**src/serializer_config_map.svh**
```systemverilog
/*
 * Constants of the serializer configuration port: latch map, reset
 * values and clock divider counts.
 * Assumes inclusion by bare name; definitions only.
 */
`ifndef SERIALIZER_CONFIG_MAP_SVH
`define SERIALIZER_CONFIG_MAP_SVH

// =====================================================================
// Latch array
`define CFG_ADDR_W        3
`define CFG_DATA_W        4
`define CFG_LATCH_COUNT   8
`define CFG_LATCH_RESET   4'h0
`define CFG_CH_LATCH_A    3'h0
`define CFG_CH_LATCH_B    3'h1
`define CFG_RATE_BIT      0
`define CFG_HALF_BIT      1

// =====================================================================
// Channel data and rate range codes
`define CHAR_W            10
`define CHAN_COUNT        2
`define RANGE_LOW         2'h0
`define RANGE_MID         2'h1
`define RANGE_HIGH        2'h2

// =====================================================================
// Reference clock model: 50 MHz system clock, period in ns
`define CLK_PERIOD_NS     20
`define REF_PERIOD_LOW_NS 320
`define REF_PERIOD_MID_NS 160
`define REF_PERIOD_HIGH_NS 80
`define HALF_CYC(ns)      (((ns) / `CLK_PERIOD_NS) / 2)
`define CNT_W             8

`endif

```
**src/serializer_pkg.sv**
```systemverilog
/*
 * Types of the serializer configuration port.
 * Assumes serializer_config_map.svh is on the include path.
 */
`include "serializer_config_map.svh"
`default_nettype none

package serializer_pkg;

    // =================================================================
    // Write port sequence, Gray coded
    typedef enum logic [1:0] {
        WR_ARM  = 2'h0,
        WR_IDLE = 2'h1,
        WR_HELD = 2'h3
    } wr_state_type;

    // =================================================================
    // Whole state of the configuration port
    typedef struct packed {
        logic [1:0]                                 strobe_sync;
        logic [1:0][`CFG_ADDR_W-1:0]                addr_sync;
        logic [1:0][`CFG_DATA_W-1:0]                data_sync;
        logic [1:0][`CHAN_COUNT-1:0][1:0]           range_sync;
        logic [1:0][`CHAN_COUNT-1:0][`CHAR_W-1:0]   char_sync;
        wr_state_type                               st;
        logic [`CFG_LATCH_COUNT-1:0][`CFG_DATA_W-1:0] latches;
        logic [`CHAN_COUNT-1:0][`CHAR_W-1:0]        data_out;
    } cfg_state_type;

    // =================================================================
    // Whole state of one channel clock generator
    typedef struct packed {
        logic [`CNT_W-1:0] cnt;
        logic              clk_out;
        logic              char_en;
    } chan_state_type;

endpackage : serializer_pkg

`default_nettype wire

```
**src/tx_clock_gen.sv**
```systemverilog
/*
 * One channel's transmit clock generator: divides the system clock to
 * the channel's reference rate or twice it and marks character times.
 * Assumes rate, half-rate and range controls are synchronous to clk.
 */
`include "serializer_config_map.svh"
`default_nettype none

module tx_clock_gen (
    input  wire logic       clk,
    input  wire logic       rst_n,
    input  wire logic       pll_rate_select,
    input  wire logic       half_rate,
    input  wire logic [1:0] range_code,
    output logic            transmit_clock_out,
    output logic            char_enable
);

    serializer_pkg::chan_state_type state_ff;
    serializer_pkg::chan_state_type nxt_state;
    logic [`CNT_W-1:0]              base;
    logic [`CNT_W-1:0]              limit;

    // =================================================================
    // Divider
    always_comb begin
        case (range_code)
            `RANGE_LOW:  base = `CNT_W'(`HALF_CYC(`REF_PERIOD_LOW_NS));
            `RANGE_HIGH: base = `CNT_W'(`HALF_CYC(`REF_PERIOD_HIGH_NS));
            default:     base = `CNT_W'(`HALF_CYC(`REF_PERIOD_MID_NS));
        endcase
        limit = (base >> pll_rate_select) - `CNT_W'(1);
        nxt_state = state_ff;
        nxt_state.char_en = 1'b0;
        if (state_ff.cnt >= limit) begin
            nxt_state.cnt = '0;
            nxt_state.clk_out = ~state_ff.clk_out;
            nxt_state.char_en = half_rate | ~state_ff.clk_out;
        end else begin
            nxt_state.cnt = state_ff.cnt + `CNT_W'(1);
        end
    end

    always_ff @(posedge clk or negedge rst_n) begin
        if (!rst_n) begin
            state_ff <= '0;
        end else begin
            state_ff <= nxt_state;
        end
    end

    assign transmit_clock_out = state_ff.clk_out;
    assign char_enable        = state_ff.char_en;

    // =================================================================
    // Checks
    // A lower limit ends the running half period early, once
    a_period_exact: assert property (
        @(posedge clk) disable iff (!rst_n)
        (transmit_clock_out != $past(transmit_clock_out) &&
         $past(limit) == $past(limit, 2))
        |-> $past(state_ff.cnt) == $past(limit))
        else $error("clock toggled off the divide count");
    a_full_rate_rise: assert property (
        @(posedge clk) disable iff (!rst_n)
        (char_enable && !$past(half_rate))
        |-> transmit_clock_out && !$past(transmit_clock_out))
        else $error("full rate character mark off rising edge");
    a_half_both: assert property (
        @(posedge clk) disable iff (!rst_n)
        (half_rate && $stable(half_rate) &&
         transmit_clock_out != $past(transmit_clock_out))
        |-> char_enable)
        else $error("half rate edge without character mark");
    c_half_rate: cover property (@(posedge clk) half_rate && char_enable);

endmodule : tx_clock_gen

`default_nettype wire

```
**src/serializer_config_latch_port.sv**
```systemverilog
/*
 * Configuration latch port and per-channel transmit control of a
 * dual-channel serializer.
 * Assumes the host drives the asynchronous write port and rate range
 * pins; all pins are synchronised to clk here.
 */
// How it works
// - Each channel clock from its own generator
// - Rate latch 0 reference, 1 double
// - No phase tie to reference clock
// - Async low reset clears all state
// - Reset loads latch init values
// - Range pin selects channel rate range
// - Write strobe copies data to addressed latch
// - Half rate samples on both edges
// - Half rate presents on both edges
`include "serializer_config_map.svh"
`default_nettype none

module serializer_config_latch_port (
    input  wire logic                  clk,
    input  wire logic                  rst_n,
    input  wire logic                  config_write_strobe_n,
    input  wire logic [`CFG_ADDR_W-1:0] config_addr,
    input  wire logic [`CFG_DATA_W-1:0] config_data,
    input  wire logic [1:0]            serial_rate_range_select_a,
    input  wire logic [1:0]            serial_rate_range_select_b,
    input  wire logic [`CHAR_W-1:0]    tx_char_a,
    input  wire logic [`CHAR_W-1:0]    tx_char_b,
    output logic                       transmit_clock_out_a,
    output logic                       transmit_clock_out_b,
    output logic                       char_valid_a,
    output logic                       char_valid_b,
    output logic [`CHAR_W-1:0]         char_out_a,
    output logic [`CHAR_W-1:0]         char_out_b,
    output logic [31:0]                latch_view
);

    serializer_pkg::cfg_state_type     state_ff;
    serializer_pkg::cfg_state_type     nxt_state;
    logic [`CHAN_COUNT-1:0]            tx_clk;
    logic [`CHAN_COUNT-1:0]            char_en;
    logic [`CHAN_COUNT-1:0][`CFG_ADDR_W-1:0] ch_latch;
    logic                              strobe_s;
    logic [`CFG_ADDR_W-1:0]            addr_s;
    logic [`CFG_DATA_W-1:0]            data_s;

    assign ch_latch[0] = `CFG_CH_LATCH_A;
    assign ch_latch[1] = `CFG_CH_LATCH_B;
    assign strobe_s    = state_ff.strobe_sync[1];
    assign addr_s      = state_ff.addr_sync[1];
    assign data_s      = state_ff.data_sync[1];

    // =================================================================
    // Next state
    always_comb begin
        nxt_state = state_ff;
        // Pins are asynchronous; second stage alone is read
        nxt_state.strobe_sync = {state_ff.strobe_sync[0],
                                 config_write_strobe_n};
        nxt_state.addr_sync   = {state_ff.addr_sync[0], config_addr};
        nxt_state.data_sync   = {state_ff.data_sync[0], config_data};
        nxt_state.range_sync[1] = state_ff.range_sync[0];
        nxt_state.range_sync[0] = {serial_rate_range_select_b,
                                   serial_rate_range_select_a};
        nxt_state.char_sync[1] = state_ff.char_sync[0];
        nxt_state.char_sync[0] = {tx_char_b, tx_char_a};
        case (state_ff.st)
            // strobe held low over reset is not a write
            serializer_pkg::WR_ARM: begin
                if (strobe_s) begin
                    nxt_state.st = serializer_pkg::WR_IDLE;
                end
            end
            serializer_pkg::WR_IDLE: begin
                if (!strobe_s) begin
                    nxt_state.latches[addr_s] = data_s;
                    nxt_state.st = serializer_pkg::WR_HELD;
                end
            end
            // One write per strobe, however long it is held
            serializer_pkg::WR_HELD: begin
                if (strobe_s) begin
                    nxt_state.st = serializer_pkg::WR_IDLE;
                end
            end
            default: begin
                nxt_state.st = serializer_pkg::WR_ARM;
            end
        endcase
        for (int c = 0; c < `CHAN_COUNT; c++) begin
            if (char_en[c]) begin
                nxt_state.data_out[c] = state_ff.char_sync[1][c];
            end
        end
    end

    // async clear; latches take init values
    // Strobe chain starts low: a strobe held over reset is no write
    always_ff @(posedge clk or negedge rst_n) begin
        if (!rst_n) begin
            state_ff <= '{strobe_sync: 2'h0,
                          addr_sync:   '0,
                          data_sync:   '0,
                          range_sync:  '0,
                          char_sync:   '0,
                          st:          serializer_pkg::WR_ARM,
                          latches:     {`CFG_LATCH_COUNT{`CFG_LATCH_RESET}},
                          data_out:    '0};
        end else begin
            state_ff <= nxt_state;
        end
    end

    // =================================================================
    // Channels
    // generators free-run; no phase tie to any reference
    // Latch bits reach the generators directly; both sit on clk
    genvar ch;
    generate
        for (ch = 0; ch < `CHAN_COUNT; ch++) begin : g_chan
            tx_clock_gen u_gen (
                .clk                (clk),
                .rst_n              (rst_n),
                .pll_rate_select    (state_ff.latches[ch_latch[ch]]
                                         [`CFG_RATE_BIT]),
                .half_rate          (state_ff.latches[ch_latch[ch]]
                                         [`CFG_HALF_BIT]),
                .range_code         (state_ff.range_sync[1][ch]),
                .transmit_clock_out (tx_clk[ch]),
                .char_enable        (char_en[ch])
            );
        end
    endgenerate

    assign transmit_clock_out_a = tx_clk[0];
    assign transmit_clock_out_b = tx_clk[1];
    assign char_valid_a         = char_en[0];
    assign char_valid_b         = char_en[1];
    assign char_out_a           = state_ff.data_out[0];
    assign char_out_b           = state_ff.data_out[1];
    assign latch_view           = state_ff.latches;

    // =================================================================
    // Write port checks
    a_reset_clear: assert property (
        @(posedge clk) (!rst_n && !$past(rst_n))
        |-> state_ff.latches == {`CFG_LATCH_COUNT{`CFG_LATCH_RESET}} &&
            state_ff.st == serializer_pkg::WR_ARM)
        else $error("reset did not clear latches and write port");
    a_state_legal: assert property (
        @(posedge clk) disable iff (!rst_n)
        state_ff.st inside {serializer_pkg::WR_ARM, serializer_pkg::WR_IDLE,
                            serializer_pkg::WR_HELD})
        else $error("write port state outside its code set");
    a_write_loads: assert property (
        @(posedge clk) disable iff (!rst_n)
        (state_ff.st == serializer_pkg::WR_IDLE && !strobe_s)
        |=> state_ff.latches[$past(addr_s)] == $past(data_s))
        else $error("write did not load addressed latch");
    a_latch_hold: assert property (
        @(posedge clk) disable iff (!rst_n)
        !(state_ff.st == serializer_pkg::WR_IDLE && !strobe_s)
        |=> $stable(state_ff.latches))
        else $error("latch changed without a taken strobe");
    a_arm_no_write: assert property (
        @(posedge clk) disable iff (!rst_n)
        state_ff.st == serializer_pkg::WR_ARM
        |=> $stable(state_ff.latches))
        else $error("latch changed before write port armed");
    a_arm_exit: assert property (
        @(posedge clk) disable iff (!rst_n)
        (state_ff.st == serializer_pkg::WR_ARM && !strobe_s)
        |=> state_ff.st == serializer_pkg::WR_ARM)
        else $error("write port armed while strobe still low");
    a_held_one_write: assert property (
        @(posedge clk) disable iff (!rst_n)
        state_ff.st == serializer_pkg::WR_HELD
        |=> $stable(state_ff.latches))
        else $error("second write within one strobe");
    // Pin fall reaches the state three edges later through the sync
    a_strobe_latency: assert property (
        @(posedge clk) disable iff (!rst_n)
        (state_ff.st == serializer_pkg::WR_IDLE && config_write_strobe_n)
        ##1 !config_write_strobe_n
        |-> ##3 state_ff.st == serializer_pkg::WR_HELD)
        else $error("strobe not taken three cycles after pin fall");

    // =================================================================
    // Channel checks
    a_char_capture: assert property (
        @(posedge clk) disable iff (!rst_n)
        char_en[0] |=> char_out_a == $past(state_ff.char_sync[1][0]))
        else $error("channel character not captured on mark");
    a_char_capture_b: assert property (
        @(posedge clk) disable iff (!rst_n)
        char_en[1] |=> char_out_b == $past(state_ff.char_sync[1][1]))
        else $error("second channel character not captured on mark");
    a_char_hold: assert property (
        @(posedge clk) disable iff (!rst_n)
        !char_en[1] |=> $stable(char_out_b))
        else $error("channel output moved without mark");
    a_char_hold_a: assert property (
        @(posedge clk) disable iff (!rst_n)
        !char_en[0] |=> $stable(char_out_a))
        else $error("first channel output moved without mark");

    // =================================================================
    // Coverage
    c_arm_blocked: cover property (@(posedge clk) disable iff (!rst_n)
        state_ff.st == serializer_pkg::WR_ARM && !strobe_s);
    c_write: cover property (@(posedge clk) disable iff (!rst_n)
        state_ff.st == serializer_pkg::WR_HELD);
    c_rate_double: cover property (@(posedge clk) disable iff (!rst_n)
        state_ff.latches[`CFG_CH_LATCH_A][`CFG_RATE_BIT] && char_en[0]);
    c_range_high: cover property (@(posedge clk) disable iff (!rst_n)
        state_ff.range_sync[1][1] == `RANGE_HIGH && char_en[1]);

endmodule : serializer_config_latch_port

`default_nettype wire

```
**config.mk**
```make
export PLATFORM = sky130hd
export DESIGN_NAME = serializer_config_latch_port
export DESIGN_NICKNAME = d
export VERILOG_FILES = /design/src/serializer_pkg.sv /design/src/tx_clock_gen.sv /design/src/serializer_config_latch_port.sv
export VERILOG_INCLUDE_DIRS = /design/src
export SDC_FILE = /design/constraint.sdc
export NUM_CORES = 1
export LEC_CHECK = 0
export BUFFER_PORTS_ARGS = -buffer_cell sky130_fd_sc_hd__buf_2
export CORE_AREA = 2 2 96 98
export CTS_BUF_LIST = sky130_fd_sc_hd__clkbuf_8
export DETAILED_ROUTE_END_ITERATION = 12
export DIE_AREA = 0 0 98 100
export PLACE_DENSITY_LB_ADDON = 0.15
export SYNTH_ARGS = -nofsm -noshare
export SYNTH_HDL_FRONTEND = slang
export SYNTH_SLANG_ARGS = --single-unit
```
**constraint.sdc**
```tcl
create_clock -name clk -period 5.85 [get_ports clk]
set_input_delay 0.585 -clock clk [delete_from_list [all_inputs] [get_ports clk]]
set_output_delay 0.585 -clock clk [all_outputs]
set_load 0.005 [all_outputs]
```
# Word level (Yosys, flattened, before mapping)
# Index checks and enable logic that the tools add are counted.
# totals
wordCells	70
ff_bits	138
out_inout_bits	56
input_bits	34
# classes
n_reduce_logical	7
n_eq_ne	6
muxes	12
n_bitwise	5
magnitude_cmp	4
n_shift	2
n_addsub	4
# ops
cell	n
$mux W34	1
$bwmux W32	1
$add A8 B1 Y8 const B	2
$ge A8 B8 Y1	2
$mux W8	2
$pmux W4 S2	2
$shr A4 B1 Y8	2
$sub A8 B1 Y8 const B	2
$demux W4 S3	1
$eq A2 B2 Y1 const B	3
$logic_not A2 Y1	3
$lt A3 B4 Y1 const B	1
$mux W4	1
$pmux W2 S2	1
$reduce_and A2 Y1	2
$ge A3 B1 Y1 const B	1
$not A1 Y1	3
$eq A2 B1 Y1 const B	1
$mux W1	2
$mux W2	1
$ne A2 B1 Y1 const B	1
$ne A2 B2 Y1 const B	1
$or A1 B1 Y1	2
$reduce_or A2 Y1	1
$logic_and A1 B1 Y1	1

# Logic depth before layout (Yosys ltp)
# Gate-level depths: netlist of the first run.
# depth
ltp_word	7
mapped_depth	7
ltp_nobuf	6

# Modules after synthesis
# A second synthesis of the first run with hierarchy kept.
# unflattened
cells_unflattened	334
area_unflattened_um2	5143.7
# by_module_without_submodules
module	area_per_inst_um2	cells_per_inst	seq_area_each_um2	instances
serializer_config_latch_port	4162.7	252	2952.8	1
tx_clock_gen	490.5	41	250.2	2

# Worst setup path after synthesis of the first run
# OpenSTA, ideal clock, no wires.
# synth_path
path_type	register -> register
from	register state_ff[98] (netlist name)
to	register g_chan[0].u_gen.state_ff (netlist bit g_chan[0].u_gen.transmit_clock_out)
path_stages_with_launch	7
arrival_ns	1.731
required_ns	5.717
path_slack_ns	3.986
cell_sequence	dfrtp_1 > mux2_2 > ha_1 > or3b_2 > o2111ai_1 > nand3_1 > xor2_1
# synth_between
elab_chain_len	5
word_cells_on_any_way	6
cone_classes	add/sub (1); order compare (1); eq/ne (1); shift (1); mux (1); reduce/logical (1)
# synth_lines
element	line_no	source
from (decl)	serializer_config_latch_port.sv:39	serializer_pkg::cfg_state_type state_ff;
from (signal assigned)	serializer_config_latch_port.sv:102	state_ff <= '{strobe_sync: 2'h0,
from (signal assigned)	serializer_config_latch_port.sv:111	state_ff <= nxt_state;
$eq A2 B2 Y1 / $logic_not A2 Y1 (equally long branches)	tx_clock_gen.sv:27	case (range_code)
$pmux W4 S2 (*)	tx_clock_gen.sv:27	
$shr A4 B1 Y8 (*)	tx_clock_gen.sv:32	limit = (base >> pll_rate_select) - `CNT_W'(1);
$sub A8 B1 Y8 (*)	tx_clock_gen.sv:32	
$ge A8 B8 Y1 (*)	tx_clock_gen.sv:35	if (state_ff.cnt >= limit) begin
to (signal assigned)	tx_clock_gen.sv:48	state_ff <= nxt_state;
to (decl)	tx_clock_gen.sv:19	serializer_pkg::chan_state_type state_ff;
# Mark *: on every way between the ends. The rest lies on a longest branch, timed or not.
# A chain may end at the register's enable or synchronous reset.

# Worst setup path after layout of the first run
# Ends and elaborated chain as after synthesis.

==> results of run 1 <==
-- where the power goes --
part	switching (mW)	total, mW	internal, mW
combinational	0.197	0.516	0.318
clock	0.365	0.722	0.357
sequential	0.141	1.31	1.17
total	0.704	2.55	1.84
-- layer usage --
layer / vias to the layer above / wire [um] / global-route usage (%)
met5: - / 0 / 0
met4: 0 / 71 / 5.769
met3: 8 / 484 / 6.476
met2: 70 / 3642 / 26.45
met1: 1243 / 3284 / 21.98
li1: 1169 / - / -
-- cells by family (layout without fill, tap and decap cells) --
kind of cell,Yosys count,count (layout)
flip-flops,138,138
buffers and inverters,64,130
multiplexers,54,54
AND/OR/NAND/NOR,44,44
adder cells (fa/ha/maj),12,12
AO/OA/AOI/OAI,11,11
XOR/XNOR,8,8
other,2,8
-- through the flow --
step	utilization (%)	power, mW	cell area (um2)	hold WS (ns)
5_1_grt	63.67	2.717	5660	0.1394
6_report	63.67	2.548	5660	0.1381
4_1_cts	63.67	2.589	5660	0.1308
3_5_place_dp	59.32	1.860	5274	0.3347
2_1_floorplan	-	1.808	5084	0.2894
3_3_place_gp	59.32	1.837	5274	0.3315
-- worst paths after layout --
kind / from / to / slack (ns) / cells after the start
worst max register to register: state_ff[98] / g_chan[0].u_gen.transmit_clock_out / 3.82 / 6
max in group asynchronous: rst_n / async pin / 4.40 / 2
worst max-delay path: state_ff[98] / g_chan[0].u_gen.transmit_clock_out / 3.82 / 6
min in group clk: config_write_strobe_n / nxt_state[117] / 0.27 / 1
worst min-delay path: rst_n / char_out_a[3] / 0.14 / 1
worst min register to register: nxt_state[86] / state_ff[86] / 0.34 / 0
-- final cells by class --
class / count / share of cell area, %
Sequential cell: 138 / 61.01
Multi-Input combinational cell: 137 / 21.07
Timing Repair Buffer: 90 / 8.112
Clock buffer: 18 / 4.377
Clock inverter: 14 / 2.454
Tap cell: 111 / 2.454
Inverter: 8 / 0.5305
-- worst reg2reg max path, stage by stage, from the launching register on --
cell and delay [ns]:
dfrtp_1 0.37, mux2_2 0.34, ha_1 0.19, or3b_2 0.45
o2111ai_1 0.10, nand3_1 0.24, xor2_1 0.21
-- cell usage after synthesis --
library cell,instances
nand2b_1,1
nor4_1,2
nand2_1,6
or3_1,2
or3_4,1
ha_1,12
mux2_4,4
dfrtp_1,138
a21oi_1,2
a21o_1,1
or3b_2,2
clkbuf_2,1
nor3b_1,1
o2111ai_1,2
inv_1,8
a22o_1,1
xor2_1,6
mux2i_1,1
buf_4,52
nor3_1,1
nand3b_1,4
buf_2,1
clkbuf_1,2
nor2_1,15
a21boi_0,2
nand3_2,2
o21ai_0,3
xnor2_1,2
conb_1,2
nor3_2,2
nand3_1,5
mux2_2,49
==> metrics, run 1 <==
status finished, final reports clean; Vias 2490; RSZ-0062 raised after global routing false; Worst path max stage delay 0.45 ns; H-Tree Level Count 4; Seq/Total Area, Yosys 68.23%; Final nets 438; HPWL Detailed 5189 um; number of global-route vias before repair 2604; worst min path class input port to async pin; worst-path fanout max 7; CTS buffer count 17; VDD IR-drop max 234.1 uV; Post-CTS Hold Buffers 0; vias per std cell 4.826; # clock sinks 138; drt first pass iters 4; largest net degree at the start of global routing 77; postcts setup bufs 0; CP top delay family simple AND/OR/NAND/NOR gates; crit path kind register to register; Post-Place Worst Slack 3.823 ns; max-cap violations 0; n_diodes 0; Final TNS setup 0 ns; CTS tree built; final hold vios 0; area leader, netlist dfrtp_1; CP Data Required Time 6.13 ns; Sequential cell area 3453 um2; Worst Tran Pin Value 0.9088 ns; Synth Area in Compound Gates 1.459%; starting DRC count in detailed routing 62; Final Max Slew Viols 0; xor/xnor cell area share of the yosys netlist 1.384%; Critical Path Sink Type register; Lkg Pwr 2.743 nW; chip height 100 um; Boundary Pins 90; Seq cells post-synth 138; GR Overflow Total 0; Port Buffer Count 89; Synth Area in Simple Gates 4.870%; Total Wirelength 7483 um; drt wl/cell 14.50 um; Achievable Freq 493.3 MHz; Root Buffer clkbuf_8; antenna-violating nets left 0; P per Cell Area 450.1 nW/um2; area of the multi-input gates 1192 um2; area delta synth->final 11.84%; Reg clk slew, reported paths 0.08 ns; Mapped Cells 333; Initial Util 56.93%; post-synthesis mux area share 12.29%; Placed Cells 484; Final Setup Violations 0; Adder-Cell Fraction of Synth Area 2.967%; GPL Wtd Cong 0.7696; Critical-path top delay cell or3b_2; min cycle time layout 2.027 ns; Clock Tree Buf Depth 2; most frequent cells in the layout dfrtp_1 (138), buf_2 (88), mux2_2 (49); clock latency at the later pin of the worst-skew pair 0.41 ns; crit path launch type register; non-filler cells in the finished layout 516; most common cell after layout, fill and taps aside dfrtp_1; Slew HR 39.42%; core area 8890 um2; Worst EP arrival 2.31 ns; Final Skew 0.01444 ns; Cell Rows 35; Netlist cell types 32; synth top area cells dfrtp_1 (68%), mux2_2 (11%), buf_4 (7.7%), ha_1 (3.0%), mux2_4 (1.2%); Final WS setup 3.823 ns; CP Cell Sequence mux2_2 -> ha_1 -> or3b_2 -> o2111ai_1 -> nand3_1 -> xor2_1; total track usage 16.89%; share of post-route cells with drive strength above 1 44.94%; first-pass GRT wire length 12620 um; # fillers 695; top-area cell type share of the netlist area 68.23%; largest family of logic cells by synthesized area multiplexers; Final period util 34.65%; Synth Warn # 0; initial antenna violation count 0; die width 98 um; CP bufs+invs 0; Post-route DRC 0; # resized after CTS 0; synthesized area 5061 um2; Die ar. 9800 um2; synthesized area per cell 15.20 um2
(Power assumes the default switching activity.)
==> run 2: changes to the inputs <==
- CORE_AREA: 2 2 96 98 -> 2 2 98 100
- DIE_AREA: 0 0 98 100 -> 0 0 100 102
- clock period: 5.85 -> 2.1 ns (I/O delays scaled with it)
==> metrics, run 2 (synthesized netlist as in run 1, its figures left out) <==
starting DRC count in detailed routing 45 (was 62); Clk pwr share 30.6% (was 28.3%); total power 7.460 mW (was 2.548 mW); core area 9109 um2 (was 8890 um2); VDD IR-drop max 560.1 uV (was 234.1 uV); CTS tree built (unchanged); Clock Tree Buf Depth 2 (unchanged); CTS buffer count 17 (unchanged); chip height 102 um (was 100 um); combinational power share 20.5% (was 20.2%); initial antenna violation count 0 (unchanged); drt wl/cell 15.19 um (was 14.50 um); most common cell after layout, fill and taps aside dfrtp_1 (unchanged); NetSw 1.983 mW (was 0.7036 mW); drt first pass iters 6 (was 4); largest net degree at the start of global routing 59 (was 77); first-pass GRT wire length 13660 um (was 12620 um); Internal 5.477 mW (was 1.844 mW); Worst EP arrival 2.27 ns (was 2.31 ns); Slew HR 62.47% (was 39.42%); # clock sinks 138 (unchanged); antenna-violating nets left 0 (unchanged); Die ar. 10200 um2 (was 9800 um2); Post-Place Worst Slack 0.08096 ns (was 3.823 ns); postcts setup bufs 0 (unchanged); crit path kind register to register (unchanged); die width 100 um (was 98 um); n_diodes 0 (unchanged); HPWL Detailed 5510 um (was 5189 um); Worst Tran Pin Value 0.5579 ns (was 0.9088 ns); Cell Rows 35 (unchanged); max-cap violations 0 (unchanged); worst min path class input port to async pin (unchanged); Final nets 473 (was 438); Final Skew 0.01386 ns (was 0.01444 ns); Final WS setup 0.1372 ns (was 3.823 ns); number of global-route vias before repair 2878 (was 2604); min cycle time layout 1.963 ns (was 2.027 ns); Final Setup Violations 0 (unchanged); H-Tree Level Count 4 (unchanged); Sw Share 26.58% (was 27.62%); placed instance area 5314 um2 (was 5274 um2); P per Cell Area 1223 nW/um2 (was 450.1 nW/um2); status finished, final reports clean (unchanged); Post-route DRC 0 (unchanged); Port Buffer Count 89 (unchanged); area delta synth->final 20.49% (was 11.84%); share of post-route cells with drive strength above 1 42.27% (was 44.94%); Reg clk slew, reported paths 0.08 ns (about the same); Final Max Slew Viols 0 (unchanged); Final TNS setup 0 ns (unchanged); most frequent cells in the layout dfrtp_1 (138), buf_2 (88), mux2_2 (49) (unchanged); RSZ-0062 raised after global routing false (unchanged); Critical Path Sink Type register (unchanged); CP Data Required Time 2.40 ns (was 6.13 ns); Initial Util 55.56% (was 56.93%); Root Buffer clkbuf_8 (unchanged); clock latency at the later pin of the worst-skew pair 0.41 ns (about the same); Total Wirelength 8368 um (was 7483 um); Final period util 93.46% (was 34.65%); Achievable Freq 509.5 MHz (was 493.3 MHz); post-route cell area 6098 um2 (was 5660 um2); Boundary Pins 90 (unchanged); Vias 2705 (was 2490); total track usage 17.71% (was 16.89%); Seq pwr share 48.9% (was 51.4%); crit path launch type register (unchanged); Lkg Pwr 2.918 nW (was 2.743 nW); worst-path fanout max 7 (unchanged); GPL Wtd Cong 0.7690 (was 0.7696); GR Overflow Total 0 (unchanged); final hold vios 0 (unchanged); vias per std cell 4.909 (was 4.826)
[run 2: what timing repair did]
action	4_1_cts	5_1_grt
endpoints found under the setup margin	0	4
hold endpoints to repair	88	0
hold buffers	33	0
gates resized for setup	0	3
[run 2: stage by stage]
stage,std cells,hold WS (ns),utilization (%)
6_report,551,0.3367,66.95
2_1_floorplan,339,-0.08559,-
3_5_place_dp,486,0.2119,58.34
3_3_place_gp,486,0.2091,58.34
5_1_grt,551,0.3524,66.95
4_1_cts,551,0.3252,66.74
[run 2: worst paths after layout]
kind | startpoint | cells past startpoint | endpoint | slack, ns
max | state_ff[100] | 6 | g_chan[1].u_gen.transmit_clock_out | 0.14
min | rst_n | 2 | state_ff[77] | 0.34
max reg2reg | state_ff[100] | 6 | g_chan[1].u_gen.transmit_clock_out | 0.14
min reg2reg | nxt_state[90] | 0 | state_ff[90] | 0.34
max in group asynchronous | rst_n | 3 | async pin | 1.14
min in group clk | nxt_state[90] | 0 | state_ff[90] | 0.34
[run 2: layout make-up]
type	count	area, um2
multi-input cells	137	1211
well taps	111	138.9
repair buffers	125	829.5
flip-flops and latches	138	3453
clock inverters	12	160.2
fillers	676	3010
clock buffers	20	275.3
inverters	8	30.03
[run 2: per-layer routing]
metal  global-route usage (%)  wire length (um)  vias up
li1                         -                 -     1245
met4                    8.957               150        0
met1                    22.25              3638     1371
met3                    5.267               402       12
met2                    28.33              4177       77
met5                        0                 0        -
[run 2: power by group through the flow]
stage               registers [mW]  logic (mW)  clock network, mW
floorplan                     3.55        1.49                  0
global placement              3.68        1.45                  0
detailed placement            3.71        1.50                  0
CTS                           3.66        1.55               2.35
global route                  3.73        1.69               2.47
finish                        3.65        1.53               2.28
[run 2: critical path: stages (launching register included)]
cell	delay, ns
dfrtp_1	0.38
mux2_2	0.34
ha_1	0.21
or3b_2	0.49
o2111ai_2	0.12
nand3_4	0.14
xor2_1	0.18
